`config.mk`:
```
export PLATFORM = sky130hd
export DESIGN_NAME = dvi_info_bank
export DESIGN_NICKNAME = d
export VERILOG_FILES = /design/src/rtl/dvi_pkg.sv /design/src/rtl/dvi_info_bank.sv /design/src/rtl/dvi_scratch_bank.sv
export SDC_FILE = /design/constraint.sdc
export NUM_CORES = 1
export LEC_CHECK = 0
export BUFFER_PORTS_ARGS = -buffer_cell sky130_fd_sc_hd__buf_4
export CORE_AREA = 4 4 151 211
export DETAILED_ROUTE_END_ITERATION = 16
export DIE_AREA = 0 0 155 215
export GPL_ROUTABILITY_DRIVEN = 0
export HOLD_SLACK_MARGIN = 0.12
export PLACE_DENSITY = 0.74
export SKIP_LAST_GASP = 1
export SLEW_MARGIN = 20
export SYNTH_ARGS = -nofsm -noshare
export SYNTH_HDL_FRONTEND = slang
export SYNTH_SLANG_ARGS = --single-unit
```
`constraint.sdc`:
```
create_clock -name i_sys_clk -period 22 [get_ports i_sys_clk]
set_input_delay 0 -clock i_sys_clk [delete_from_list [all_inputs] [get_ports i_sys_clk]]
set_output_delay 0 -clock i_sys_clk [all_outputs]
set_load 0.005 [all_outputs]
```
`src/rtl/dvi_pkg.sv`:
```
// Purpose: Shared constants and types of the device information bank
// Assumes: APB word access, 8-bit byte address, 32-bit data
// Notes:   Offsets are byte addresses of aligned words
package dvi_pkg;

   // ======================================================
   // Sizes
   localparam int ADDR_W = 8;
   localparam int DATA_W = 32;
   localparam int SLOTS = 5;
   localparam int LABEL_WORDS = 4;

   // ======================================================
   // Register offsets
   localparam logic [7:0] OFS_MAKER = 8'h00;
   localparam logic [7:0] OFS_PRODUCT = 8'h04;
   localparam logic [7:0] OFS_MAKER_EXTRA = 8'h08;
   localparam logic [7:0] OFS_HW_REV = 8'h0c;
   localparam logic [7:0] OFS_FW_REV = 8'h10;
   localparam logic [7:0] OFS_SERIAL = 8'h14;
   localparam logic [7:0] OFS_LABEL = 8'h18;
   localparam logic [7:0] OFS_LABEL_LAST = 8'h24;
   localparam logic [7:0] OFS_GEOMETRY = 8'h28;
   localparam logic [7:0] OFS_COLS = 8'h2c;
   localparam logic [7:0] OFS_ROWS = 8'h30;
   localparam logic [7:0] OFS_ROI_COL = 8'h34;
   localparam logic [7:0] OFS_ROI_ROW = 8'h38;
   localparam logic [7:0] OFS_PICK = 8'h3c;
   localparam logic [7:0] OFS_SLOT_DATA = 8'h40;
   localparam logic [7:0] OFS_SLOT1 = 8'h44;
   localparam logic [7:0] OFS_SLOT5 = 8'h54;

   // ======================================================
   // Values after reset and fixed codes
   localparam logic [31:0] LABEL_RST = 32'h0000_0000;
   localparam logic [31:0] SCRATCH_RST = 32'h0000_0000;
   localparam logic [31:0] GEOM_LINE = 32'h0000_0000;
   localparam logic [31:0] GEOM_AREA = 32'h0000_0001;
   localparam logic [31:0] READ_ZERO = 32'h0000_0000;

   // Slot selector codes
   typedef enum logic [2:0] {
      DVI_SLOT1 = 3'b000,
      DVI_SLOT2 = 3'b001,
      DVI_SLOT3 = 3'b010,
      DVI_SLOT4 = 3'b011,
      DVI_SLOT5 = 3'b100
   } dvi_slot_e;

   // Write request into the scratch bank
   typedef struct packed {
      logic en;
      logic [2:0] idx;
      logic signed [31:0] data;
   } dvi_slot_wr_s;

   // Held APB request fields
   typedef struct packed {
      logic [7:0] addr;
      logic write;
      logic [31:0] wdata;
   } dvi_apb_req_s;

endpackage

```
`src/rtl/dvi_info_bank.sv`:
```
// Purpose: APB register bank of device information and scratch values
// Assumes: APB master keeps the request steady until pready
// Notes:   Every access answers in the second access cycle
`timescale 1ns/1ps
// Behaviour
// [RULE1] Maker, product, maker extra, hardware and firmware revisions are read only.
// [RULE2] The user assigned label is writable and reads back as written.
// [RULE3] The capture geometry register is read only and always reports area scan.
// [RULE4] Imager columns and imager rows are reported in separate read only registers.
// [RULE5] Read only limits report the largest accepted ROI width and height.
// [RULE6] A read only identifier reports the unit serial code.
// [RULE7] Five signed 32-bit scratch values are written and read back unchanged.
// [RULE8] Scratch values influence nothing else in the device.
// [RULE9] The slot picker routes scratch data reads and writes to one value.
// [RULE10] Each scratch value also has its own directly addressed register.
// [RULE11] Writes to read only registers are dropped without any side effect.
module dvi_info_bank #(
   parameter logic [31:0] MAKER_WORD = 32'h4d4b_0001,    // Arbitrary value
   parameter logic [31:0] PRODUCT_WORD = 32'h5044_0002,  // Arbitrary value
   parameter logic [31:0] EXTRA_WORD = 32'h6e6f_6e65,    // Arbitrary value
   parameter logic [31:0] HW_REV_WORD = 32'h0000_0100,   // Arbitrary value
   parameter logic [31:0] FW_REV_WORD = 32'h0000_0200,   // Arbitrary value
   parameter logic [31:0] SERIAL_WORD = 32'h0012_3456,   // Arbitrary value
   parameter logic [31:0] IMAGER_COLS = 32'h0000_0800,
   parameter logic [31:0] IMAGER_ROWS = 32'h0000_0440,
   parameter logic [31:0] ROI_COL_LIMIT = 32'h0000_0800,
   parameter logic [31:0] ROI_ROW_LIMIT = 32'h0000_0440
) (
   input wire logic i_sys_clk,
   input wire logic i_reset_n,
   input wire logic i_psel,
   input wire logic i_penable,
   input wire logic i_pwrite,
   input wire logic [7:0] i_paddr,
   input wire logic [31:0] i_pwdata,
   output logic [31:0] o_prdata,
   output logic o_pready,
   output logic o_pslverr
);

   // ======================================================
   // Elaboration checks
   if (IMAGER_COLS == 32'h0000_0000 || IMAGER_ROWS == 32'h0000_0000) begin : g_chk_dim
      $error("dvi_info_bank: imager size must be non zero");
   end
   if (ROI_COL_LIMIT > IMAGER_COLS || ROI_ROW_LIMIT > IMAGER_ROWS) begin : g_chk_roi
      $error("dvi_info_bank: ROI limits exceed imager size");
   end

   // ======================================================
   // Reset release through two flip-flops
   logic rst_meta_reg;
   logic rst_sync_reg;

   always_ff @(posedge i_sys_clk or negedge i_reset_n) begin
      if (!i_reset_n) begin
         rst_meta_reg <= 1'b0;
         rst_sync_reg <= 1'b0;
      end else begin
         rst_meta_reg <= 1'b1;
         rst_sync_reg <= rst_meta_reg;
      end
   end

   // ======================================================
   // Address decode helpers
   function automatic logic is_slot_addr(input logic [7:0] a);
      return (a[7:2] >= dvi_pkg::OFS_SLOT1[7:2]) && (a[7:2] <= dvi_pkg::OFS_SLOT5[7:2]);
   endfunction

   function automatic logic [2:0] slot_of_addr(input logic [7:0] a);
      logic [5:0] d;
      d = a[7:2] - dvi_pkg::OFS_SLOT1[7:2];
      return d[2:0];
   endfunction

   function automatic logic is_label_addr(input logic [7:0] a);
      return (a[7:2] >= dvi_pkg::OFS_LABEL[7:2]) && (a[7:2] <= dvi_pkg::OFS_LABEL_LAST[7:2]);
   endfunction

   function automatic logic [1:0] label_of_addr(input logic [7:0] a);
      logic [5:0] d;
      d = a[7:2] - dvi_pkg::OFS_LABEL[7:2];
      return d[1:0];
   endfunction

   function automatic logic is_word(input logic [7:0] a, input logic [7:0] ofs);
      return a[7:2] == ofs[7:2];
   endfunction

   // ======================================================
   // APB phase tracking
   dvi_pkg::dvi_apb_req_s req;
   logic access;
   logic commit;
   logic wr_commit;

   // Request fields travel together
   assign req.addr = i_paddr;
   assign req.write = i_pwrite;
   assign req.wdata = i_pwdata;
   // First access cycle prepares the answer, second one commits it
   assign access = i_psel && i_penable && !o_pready;
   assign commit = i_psel && i_penable && o_pready;
   assign wr_commit = commit && req.write;

   // ======================================================
   // Writable state
   logic [31:0] label_reg [dvi_pkg::LABEL_WORDS];
   dvi_pkg::dvi_slot_e pick_reg;
   logic signed [31:0] slots [dvi_pkg::SLOTS];
   dvi_pkg::dvi_slot_wr_s slot_wr;

   // Decode of the held address
   logic hit_label;
   logic hit_pick;
   logic hit_data;
   logic hit_slot;
   logic hit_ro;
   logic pick_legal;
   logic mapped;

   assign hit_label = is_label_addr(req.addr);
   assign hit_pick = is_word(req.addr, dvi_pkg::OFS_PICK);
   assign hit_data = is_word(req.addr, dvi_pkg::OFS_SLOT_DATA);
   assign hit_slot = is_slot_addr(req.addr);
   assign hit_ro = is_word(req.addr, dvi_pkg::OFS_MAKER)
      || is_word(req.addr, dvi_pkg::OFS_PRODUCT)
      || is_word(req.addr, dvi_pkg::OFS_MAKER_EXTRA)
      || is_word(req.addr, dvi_pkg::OFS_HW_REV)
      || is_word(req.addr, dvi_pkg::OFS_FW_REV)
      || is_word(req.addr, dvi_pkg::OFS_SERIAL)
      || is_word(req.addr, dvi_pkg::OFS_GEOMETRY)
      || is_word(req.addr, dvi_pkg::OFS_COLS)
      || is_word(req.addr, dvi_pkg::OFS_ROWS)
      || is_word(req.addr, dvi_pkg::OFS_ROI_COL)
      || is_word(req.addr, dvi_pkg::OFS_ROI_ROW);
   assign pick_legal = req.wdata <= 32'(dvi_pkg::DVI_SLOT5);
   assign mapped = hit_label || hit_pick || hit_data || hit_slot || hit_ro;

   // Label words store whatever software writes
   always_ff @(posedge i_sys_clk or negedge rst_sync_reg) begin
      if (!rst_sync_reg) begin
         for (int k = 0; k < dvi_pkg::LABEL_WORDS; k++) begin
            label_reg[k] <= dvi_pkg::LABEL_RST;
         end
      end else if (wr_commit && hit_label) begin
         label_reg[label_of_addr(req.addr)] <= req.wdata; // [RULE2]
      end
   end

   // Slot picker takes only codes of existing slots
   always_ff @(posedge i_sys_clk or negedge rst_sync_reg) begin
      if (!rst_sync_reg) begin
         pick_reg <= dvi_pkg::DVI_SLOT1;
      end else if (wr_commit && hit_pick && pick_legal) begin
         pick_reg <= dvi_pkg::dvi_slot_e'(req.wdata[2:0]); // [RULE9]
      end
   end

   // Direct slot writes and picked slot writes share one port
   assign slot_wr.en = wr_commit && (hit_slot || hit_data); // [RULE7]
   assign slot_wr.idx = hit_slot ? slot_of_addr(req.addr) : pick_reg; // [RULE9] [RULE10]
   assign slot_wr.data = req.wdata;

   // Scratch storage has no output other than readback
   dvi_scratch_bank #(
      .SLOTS(dvi_pkg::SLOTS)
   ) u_scratch (
      .i_sys_clk(i_sys_clk),
      .i_rst_n(rst_sync_reg),
      .i_wr(slot_wr),
      .o_slots(slots)
   ); // [RULE8]

   // ======================================================
   // Read data selection
   logic [31:0] rd_word;

   always_comb begin
      rd_word = dvi_pkg::READ_ZERO;
      if (hit_label) begin
         rd_word = label_reg[label_of_addr(req.addr)];
      end else if (hit_slot) begin
         rd_word = slots[slot_of_addr(req.addr)]; // [RULE10]
      end else if (hit_data) begin
         rd_word = slots[pick_reg]; // [RULE9]
      end else if (hit_pick) begin
         rd_word = {29'h0000_0000, pick_reg};
      end else begin
         unique case (req.addr[7:2])
            dvi_pkg::OFS_MAKER[7:2]: rd_word = MAKER_WORD; // [RULE1]
            dvi_pkg::OFS_PRODUCT[7:2]: rd_word = PRODUCT_WORD; // [RULE1]
            dvi_pkg::OFS_MAKER_EXTRA[7:2]: rd_word = EXTRA_WORD; // [RULE1]
            dvi_pkg::OFS_HW_REV[7:2]: rd_word = HW_REV_WORD; // [RULE1]
            dvi_pkg::OFS_FW_REV[7:2]: rd_word = FW_REV_WORD; // [RULE1]
            dvi_pkg::OFS_SERIAL[7:2]: rd_word = SERIAL_WORD; // [RULE6]
            dvi_pkg::OFS_GEOMETRY[7:2]: rd_word = dvi_pkg::GEOM_AREA; // [RULE3]
            dvi_pkg::OFS_COLS[7:2]: rd_word = IMAGER_COLS; // [RULE4]
            dvi_pkg::OFS_ROWS[7:2]: rd_word = IMAGER_ROWS; // [RULE4]
            dvi_pkg::OFS_ROI_COL[7:2]: rd_word = ROI_COL_LIMIT; // [RULE5]
            dvi_pkg::OFS_ROI_ROW[7:2]: rd_word = ROI_ROW_LIMIT; // [RULE5]
            default: rd_word = dvi_pkg::READ_ZERO;
         endcase
      end
   end

   // ======================================================
   // APB answer registers
   logic err_next;

   // Unmapped words and illegal picker codes answer with an error
   assign err_next = !mapped || (req.write && hit_pick && !pick_legal);

   // Read-only words ignore writes: no store and no error
   always_ff @(posedge i_sys_clk or negedge rst_sync_reg) begin
      if (!rst_sync_reg) begin
         o_pready <= 1'b0;
         o_pslverr <= 1'b0;
         o_prdata <= dvi_pkg::READ_ZERO;
      end else begin
         o_pready <= access;
         o_pslverr <= access && err_next; // [RULE11]
         o_prdata <= (access && !req.write) ? rd_word : dvi_pkg::READ_ZERO;
      end
   end

   // ======================================================
   // Checks
   logic rd_commit;
   assign rd_commit = commit && !req.write;

   property p_ro_info;
      @(posedge i_sys_clk) disable iff (!rst_sync_reg)
      rd_commit && is_word(req.addr, dvi_pkg::OFS_FW_REV) |-> o_prdata == FW_REV_WORD;
   endproperty
   a_ro_info: assert property (p_ro_info) // [RULE1]
      else $error("firmware revision word read back wrong");

   property p_label_rw;
      @(posedge i_sys_clk) disable iff (!rst_sync_reg)
      wr_commit && is_word(req.addr, dvi_pkg::OFS_LABEL)
      |=> label_reg[0] == $past(req.wdata);
   endproperty
   a_label_rw: assert property (p_label_rw) // [RULE2]
      else $error("label word did not take the written value");

   property p_geometry;
      @(posedge i_sys_clk) disable iff (!rst_sync_reg)
      rd_commit && is_word(req.addr, dvi_pkg::OFS_GEOMETRY)
      |-> o_prdata == dvi_pkg::GEOM_AREA && !o_pslverr;
   endproperty
   a_geometry: assert property (p_geometry) // [RULE3]
      else $error("geometry word is not area scan");

   property p_imager_size;
      @(posedge i_sys_clk) disable iff (!rst_sync_reg)
      rd_commit && is_word(req.addr, dvi_pkg::OFS_ROWS) |-> o_prdata == IMAGER_ROWS;
   endproperty
   a_imager_size: assert property (p_imager_size) // [RULE4]
      else $error("imager rows read back wrong");

   property p_roi_limit;
      @(posedge i_sys_clk) disable iff (!rst_sync_reg)
      rd_commit && is_word(req.addr, dvi_pkg::OFS_ROI_COL) |-> o_prdata == ROI_COL_LIMIT;
   endproperty
   a_roi_limit: assert property (p_roi_limit) // [RULE5]
      else $error("ROI column limit read back wrong");

   property p_serial;
      @(posedge i_sys_clk) disable iff (!rst_sync_reg)
      rd_commit && is_word(req.addr, dvi_pkg::OFS_SERIAL) |-> o_prdata == SERIAL_WORD;
   endproperty
   a_serial: assert property (p_serial) // [RULE6]
      else $error("serial word read back wrong");

   property p_slot_store;
      @(posedge i_sys_clk) disable iff (!rst_sync_reg)
      wr_commit && is_word(req.addr, dvi_pkg::OFS_SLOT5)
      |=> slots[4] == $signed($past(req.wdata));
   endproperty
   a_slot_store: assert property (p_slot_store) // [RULE7]
      else $error("scratch value 5 did not take the written value");

   property p_slot_quiet;
      @(posedge i_sys_clk) disable iff (!rst_sync_reg)
      !wr_commit |=> $stable(slots[0]) && $stable(slots[2]);
   endproperty
   a_slot_quiet: assert property (p_slot_quiet) // [RULE8]
      else $error("scratch value changed without a write");

   property p_pick_route;
      @(posedge i_sys_clk) disable iff (!rst_sync_reg)
      wr_commit && hit_data && pick_reg == dvi_pkg::DVI_SLOT2
      |=> slots[1] == $signed($past(req.wdata));
   endproperty
   a_pick_route: assert property (p_pick_route) // [RULE9]
      else $error("picked slot write went astray");

   property p_direct_read;
      @(posedge i_sys_clk) disable iff (!rst_sync_reg)
      rd_commit && is_word(req.addr, dvi_pkg::OFS_SLOT1) |-> o_prdata == slots[0];
   endproperty
   a_direct_read: assert property (p_direct_read) // [RULE10]
      else $error("direct scratch read returned another value");

   property p_ro_write;
      @(posedge i_sys_clk) disable iff (!rst_sync_reg)
      wr_commit && hit_ro |-> !o_pslverr ##1 $stable(pick_reg) && $stable(label_reg[0]);
   endproperty
   a_ro_write: assert property (p_ro_write) // [RULE11]
      else $error("read-only write had a side effect");

   property p_pick_refuse;
      @(posedge i_sys_clk) disable iff (!rst_sync_reg)
      wr_commit && hit_pick && !pick_legal |-> o_pslverr ##1 $stable(pick_reg);
   endproperty
   a_pick_refuse: assert property (p_pick_refuse) // [RULE9]
      else $error("picker took a code of no existing slot");

   property p_imager_cols;
      @(posedge i_sys_clk) disable iff (!rst_sync_reg)
      rd_commit && is_word(req.addr, dvi_pkg::OFS_COLS) |-> o_prdata == IMAGER_COLS;
   endproperty
   a_imager_cols: assert property (p_imager_cols) // [RULE4]
      else $error("imager columns read back wrong");

   property p_roi_row;
      @(posedge i_sys_clk) disable iff (!rst_sync_reg)
      rd_commit && is_word(req.addr, dvi_pkg::OFS_ROI_ROW) |-> o_prdata == ROI_ROW_LIMIT;
   endproperty
   a_roi_row: assert property (p_roi_row) // [RULE5]
      else $error("ROI row limit read back wrong");

   property p_data_read;
      @(posedge i_sys_clk) disable iff (!rst_sync_reg)
      rd_commit && hit_data && pick_reg == dvi_pkg::DVI_SLOT3 |-> o_prdata == slots[2];
   endproperty
   a_data_read: assert property (p_data_read) // [RULE9]
      else $error("shared scratch read did not follow the picker");

   property p_answer_time;
      @(posedge i_sys_clk) disable iff (!rst_sync_reg)
      access |=> o_pready ##1 !o_pready;
   endproperty
   a_answer_time: assert property (p_answer_time) // Every access answers in the second access cycle
      else $error("APB answer not one cycle long after one wait");

endmodule // dvi_info_bank

```
`src/rtl/dvi_scratch_bank.sv`:
```
// Purpose: Five signed 32-bit scratch words with one write port
// Assumes: At most one write per clock
// Notes:   Contents drive nothing but software readback
`timescale 1ns/1ps
module dvi_scratch_bank #(
   parameter int SLOTS = dvi_pkg::SLOTS
) (
   input wire logic i_sys_clk,
   input wire logic i_rst_n,
   input wire dvi_pkg::dvi_slot_wr_s i_wr,
   output logic signed [31:0] o_slots [SLOTS]
);

   // ======================================================
   // Storage
   logic signed [31:0] slot_reg [SLOTS];

   if (SLOTS < 1 || SLOTS > 8) begin : g_chk
      $error("dvi_scratch_bank: SLOTS must be 1 to 8");
   end

   // Write the addressed word, hold the others
   always_ff @(posedge i_sys_clk or negedge i_rst_n) begin
      if (!i_rst_n) begin
         for (int k = 0; k < SLOTS; k++) begin
            slot_reg[k] <= dvi_pkg::SCRATCH_RST;
         end
      end else if (i_wr.en && (32'(i_wr.idx) < SLOTS)) begin
         slot_reg[i_wr.idx] <= i_wr.data;
      end
   end

   assign o_slots = slot_reg;

endmodule // dvi_scratch_bank

```
Word-level counts from Yosys, hierarchy flattened:

Memory sizes are Yosys's and may differ from the RTL's.
Index checks and enable logic that the tools add are counted.

* register bits: 327
* bits in read-only memories: 432
* bits of input ports: 45
* output and inout bits: 34
* logic and storage cells: 107
* memories kept: 1

Memories
* (no name shown): depth 16, bits a word 27, read ports 1, clocked after Yosys merged registers in 0, write ports 0, line dvi_info_bank.sv:191 `unique case (req.addr[7:2])`

* add/sub/neg operators: 2
* $lt $le $gt $ge: 12
* equality and inequality tests: 12
* muxes and demuxes: 22
* bitwise gates (word level): 4
* reduce and logical (&&, ||, !) cells: 39

Operators with widths (count)
* $mux W32: 14
* $bmux W32 S3: 2
* $bwmux W160: 1
* $bwmux W128: 1
* $demux W32 S3: 1
* $bmux W32 S2: 1
* $demux W32 S2: 1
* $eq A6 B4 Y1 const B: 6
* $le A32 B3 Y1 const B: 1
* $logic_and A1 B1 Y1: 17
* $logic_or A1 B1 Y1: 16
* $eq A6 B2 Y1 const B: 2
* $eq A6 B3 Y1 const B: 2
* $ge A4 B4 Y1 const B: 3
* $not A3 Y4: 3
* $eq A6 B1 Y1 const B: 1
* $eq A6 B5 Y1 const B: 1
* $ge A6 B3 Y1 const B: 1
* $ge A6 B5 Y1 const B: 1
* $le A6 B4 Y1 const B: 1
* $le A6 B5 Y1 const B: 1
* $logic_not A6 Y1: 1
* $logic_not A1 Y1: 4
* $lt A4 B1 Y1 const B: 1
* other kinds (8): 8

Depth between registers and ports, before layout:

* word-level depth: 15
* gate-level depth with buffers: 12
* mapped depth without buffers: 8

Cells and area by module:

From an unflattened synthesis, not the netlist that was laid out.

* cells, all modules: 1143
* area total of the unflattened synthesis: 16437.0 µm²

By module, submodules not included
* dvi_info_bank: instances 1, cells an instance 800, area each 10271.1 µm², sequential area each 4179.0 µm²
* dvi_scratch_bank: instances 1, cells an instance 343, area each 6165.9 µm², sequential area each 4003.8 µm²

Worst setup path after synthesis:

No wires, ideal clock.

* path type: input-to-reg
* start point: in i_paddr[3]
* end point: reg o_prdata[15]
* library setup time: 0.134 ns
* arrival time: 2.495 ns
* data required time: 21.866 ns
* path slack: 19.371 ns
* stages on the path: 11
* buffers on the path: 4
* cells stage by stage: clkbuf_1 clkbuf_1 inv_1 ha_1 clkbuf_1 buf_1 mux4_2 nand2_1 o21ai_0 a221oi_1 nor3_1

* longest elaborated chain between the ends: 8
* elaborated cells on any way between the ends: 23
* classes of those cells: add/sub (2); order compare (4); eq/ne (2); mux (11); bitwise (2); reduce/logical (2)

RTL lines
* start: declaration: line dvi_info_bank.sv:34 `input wire logic [7:0] i_paddr,`
* $sub A3 B1 Y3: line dvi_info_bank.sv:73 `d = a[7:2] - dvi_pkg::OFS_SLOT1[7:2];`
* $not A3 Y4 (implied by the code): line dvi_info_bank.sv:185 `rd_word = slots[slot_of_addr(req.addr)];`
* $bmux W32 S3: line dvi_info_bank.sv:185
* $mux W32 (implied by the code) (2 in a row): line dvi_info_bank.sv:185
* $mux W32: line dvi_info_bank.sv:184 `end else if (hit_slot) begin`
* $mux W32 *: line dvi_info_bank.sv:182 `if (hit_label) begin`
* $mux W32 *: line dvi_info_bank.sv:224 `o_prdata <= (access && !req.write) ? rd_word : dvi_pkg::READ_ZERO;`
* end signal: assignment: line dvi_info_bank.sv:220 `o_prdata <= dvi_pkg::READ_ZERO;`
* end signal: assignment: line dvi_info_bank.sv:224
* end: declaration: line dvi_info_bank.sv:36 `output logic [31:0] o_prdata,`

Every way passes the cells marked *; elsewhere a longest branch is shown, timed or not. The select of a mux whose other input is x is not followed.
A chain may end at the register's enable or synchronous reset.

Final worst setup path:

* start point: in i_paddr[3]
* end point: reg u_scratch.slot_reg, in the netlist u_scratch.o_slots[1]

* longest elaborated chain between the ends: 9
* elaborated cells on any way between the ends: 17
* classes of those cells: add/sub (1); order compare (5); eq/ne (1); mux (4); bitwise (1); reduce/logical (5)

RTL lines
* $ge A6 B5 Y1 or $le A6 B5 Y1 (tied branches): line dvi_info_bank.sv:68 `return (a[7:2] >= dvi_pkg::OFS_SLOT1[7:2]) && (a[7:2] <= dvi_pkg::OFS_SLOT5[7:2]);`
* $logic_and A1 B1 Y1: line dvi_info_bank.sv:68
* $mux W3: line dvi_info_bank.sv:163 `assign slot_wr.idx = hit_slot ? slot_of_addr(req.addr) : pick_reg;`
* $not A3 Y4 (implied by the code): line dvi_scratch_bank.sv:29 `slot_reg[i_wr.idx] <= i_wr.data;`
* $ge A4 B4 Y1 (implied by the code) or $lt A4 B1 Y1 (tied branches): line dvi_scratch_bank.sv:29
* $logic_and A1 B1 Y1 (implied by the code): line dvi_scratch_bank.sv:29
* $mux W32 (implied by the code): line dvi_scratch_bank.sv:29
* $demux W32 S3: line dvi_scratch_bank.sv:29
* $bwmux W160: line dvi_scratch_bank.sv:29
* end signal: indexed assignment: line dvi_scratch_bank.sv:26 `slot_reg[k] <= dvi_pkg::SCRATCH_RST;`
* end signal: indexed assignment: line dvi_scratch_bank.sv:29
* end: declaration: line dvi_scratch_bank.sv:16 `logic signed [31:0] slot_reg [SLOTS];`

Parallel ways exist; a longest one is shown, timed or not.

==> impl_metrics.csv <==
group,metric,value,unit
synthesis,synth_area_leader_cell,"dfrtp_1",
sta,tightest_slew,1.14,ns
synthesis,synth_edf_count,0,
worst_hold_path,hold_end,"o_prdata[24]$_DFF_PN0_",
worst_setup_path,cp_slowest_cell,"xnor2_2",
route,via_per_inst,6.65,
synthesis,synth_nets,1251,
die,ios,79,
power_and_ir_drop,pwr-share-clk,46.8,%
worst_setup_path,rr_endpoint,"u_scratch.o_slots[1]$_DFFE_PN0P_",
cts,cts-root-buf,"clkbuf_16",
worst_setup_path,worstPathCellList,"buf_4 -> inv_1 -> ha_1 -> xnor2_2 -> buf_4 -> nor2_2 -> and3_1 -> a21o_1 -> nand2_1 -> buf_4 -> mux2_2",
power_and_ir_drop,seqPwrFrac,46.8,%
cts,numCtsBuffers,34,
sta,finalHoldViolCount,0,
worst_setup_path,timing.rr.start,"pick_reg[2]$_DFFE_PN0P_",
job,drv_cap,0,
worst_setup_path,cp.arrival,4.12,ns
power_and_ir_drop,p_leak,0.00867,uW
sta,setup_viol,0,
power_and_ir_drop,switchingPower,297,uW
route,totalWireLength,42800,um
cts,htreeDepth,2,
grt,grt_usage,26.2,%
cells_and_area,synthToLayoutAreaGrowth,14.7,%
grt,antenna_found_initial,3,
die,dieArea,0.0333,mm2
grt,overflow,0,
worst_setup_path,cp-start-kind,"input pin",
worst_hold_path,min_path_type,"in2reg",
grt,grt_start_max_net_pins,180,
die,dieHeight,215,um
cts,clk_pin_slew,0.05,ns
synthesis,ys_ff_latch,327,
sta,finalSetupTns,0,ns
cts,cts_tree,"done",
power_and_ir_drop,power_density,70.5,mW/mm2
route,drt-pass1-iter-count,6,
power_and_ir_drop,pwr-share-comb,6.4,%
sta,fin_skew,0.0152,ns
synthesis,synthDistinctLibCells,67,
synthesis,netlist_top_cells_area,"dfrtp_1 50%, mux2_2 19%, mux4_2 10%, mux2i_1 2.7%, a221oi_1 1.8%",
sta,fin_crit_sh,16.9,%
placement,post-place-ws,17.79,ns
power_and_ir_drop,p_sw_share,22.6,%
synthesis,yosys_most_used_dff,"dfrtp_1",
synthesis,ys_async_sr_fraction,100,%
synthesis,syn_area,0.0163,mm2
synthesis,ys_warn_count,0,
grt,grt_pass1_wl,67800,um
cells_and_area,drive_gt1_share,41.0,%
worst_hold_path,hold_depth,4,
worst_setup_path,crit_type,"in2reg",
die,start_util,54.3,%
worst_setup_path,crit_required,22.41,ns
cts,clock_path_buffers,3,
sta,timing.hold.ws,0.204,ns
sta,timing.fmax,269,MHz
worst_setup_path,crit_fanout,37,
worst_setup_path,end_kind,"register",
worst_setup_path,crit_path_frequent_cell,"buf_4",
outcome,status,"complete, no violations",
die,placementRows,75,
placement,place_area,0.0170,mm2
worst_setup_path,reg2regPathDepth,7,
sta,slew_viol_final,0,
worst_setup_path,critPathMaxStageDelay,0.72,ns
route,drtAntennaViolNets,0,
synthesis,syn_area_per_cell,13.5,um2
power_and_ir_drop,p_int,1020,uW
cells_and_area,fin_cells,1667,
sta,rsz0062_at_grt,"false",
synthesis,ys_seq_area_share,50.3,%
sta,layout_setup_ws,18.29,ns
route,drc,0,
grt,first_global_vias,11600,
cts,cts.sinks,327,
cells_and_area,nets,1308,
sta,min_period,3.71,ns
placement,dp_cells,1564,
synthesis,synth_cells,1200,
placement,io_buffers,76,
cells_and_area,fin_area,0.0186,mm2
power_and_ir_drop,ir_worst_vdd,0.0000539,V
placement,dp_hpwl,25700,um
die,die-width,155,um
worst_hold_path,min_from,"i_paddr[4]",
route,drt-initial-drc-count,910,
route,wl_per_cell,25.7,um
die,coreArea,0.0299,mm2
cts,clk_latency,0.54,ns
worst_setup_path,rrSetupSlack,18.59,ns
sta,max_slew_margin,23.7,%
cells_and_area,largest_reg_flops,160,
route,num_vias,11100,
synthesis,synth_top_area_share,50.3,%
cts,ctsResizeCount,0,
[area by class of cell]
type	count	area, um2
antenna	3	7.51
clock buffer	47	960
clock inverter	11	228
fill	2248	11300
inverter	8	30.0
multi-input combinational	744	7560
sequential	327	8190
tap	385	482
timing repair buffer	142	1190
[layout by cell type, fill, tap and decap left out, types with 14 or more instances in the layout]
master,instances
dfrtp_1,324
mux2_2,276
buf_4,98
mux4_2,73
nor2_1,47
a21oi_1,45
mux2i_1,44
dlygate4sd3_1,42
clkbuf_16,34
a221oi_1,33
nand2_1,26
o21ai_0,17
o221ai_1,17
mux2_1,17
nor3_1,15
a31oi_1,14
[per-stage QoR]
step           util [%]  power, uW
5_1_grt            62.3       1360
4_1_cts            62.3       1330
3_5_place_dp       56.9        704
2_1_floorplan         -        675
3_3_place_gp       56.9        702
6_report           62.3       1310
[Yosys cell counts (all sizes together) (3+ instances only)]
cell    number
clkbuf      53
a221o        4
inv          8
ha           6
nand2       30
a21oi       46
or3          5
nand2b       4
o31ai        6
o21ai       18
mux2i       44
o221ai      17
dfrtp      327
nor3        16
nand3       11
buf         68
o22ai        4
a31oi       15
nor4        11
mux2       293
a22oi        6
a22o         3
and3         3
mux4        73
o41ai        3
a221oi      33
nor2        48
nand4       11
[routing by layer]
metal / GRT usage [%] / wire length, um
met5: 0 / 0
met3: 4.73 / 3190
met1: 34.0 / 16500
met4: 10.9 / 1700
met2: 43.4 / 21500
[power groups by stage]
stage | clock (uW) | combinational [uW] | sequential (uW)
after floorplan | 0 | 43.7 | 631
after global placement | 0 | 76.3 | 626
after detailed placement | 0 | 77.3 | 626
after CTS | 626 | 83.5 | 615
after global routing | 651 | 90.5 | 616
final | 616 | 83.5 | 615
[cells by family after synthesis]
logic type                 Yosys count  share of synthesized area, %
DFF                                327                          50.3
AOI/OAI and AO/OA                  172                          7.60
muxes                              410                          33.1
xor gates and xnor gates             2                         0.200
buffers and inverters              129                          3.58
adders and majority gates            6                         0.462
and+or+nand+nor                    153                          4.69
other                                1                        0.0231
[worst max-delay path by stage]
stage	startpoint	endpoint	slack, ns	depth (start not counted)
floorplan	rst_sync_reg$_DFF_PN0_	label_reg[0]$_DFFE_PN0P_	12.21	0
global placement	i_paddr[2]	u_scratch.o_slots[31]$_DFFE_PN0P_	17.80	11
detailed placement	i_paddr[2]	u_scratch.o_slots[1]$_DFFE_PN0P_	17.79	11
CTS	i_paddr[2]	u_scratch.o_slots[1]$_DFFE_PN0P_	18.34	11
global route	i_paddr[2]	u_scratch.o_slots[2]$_DFFE_PN0P_	18.13	11
finish	i_paddr[3]	u_scratch.o_slots[1]$_DFFE_PN0P_	18.29	11
[critical path: cells and delay by family]
| family | cells | cell delay (ns) |
|---|---|---|
| buffers and inverters | 4 | 1.58 |
| and+or+nand+nor | 3 | 0.82 |
| xor gates and xnor gates | 1 | 0.72 |
| muxes | 1 | 0.39 |
| adders and majority gates | 1 | 0.33 |
| AOI/OAI and AO/OA | 1 | 0.24 |
[what timing repair did]
action,in CTS,in global routing
hold buffers,42,0
buffers inserted,0,0
endpoints found under the hold margin,318,0
Note: power is estimated with default switching activity, not from simulation.
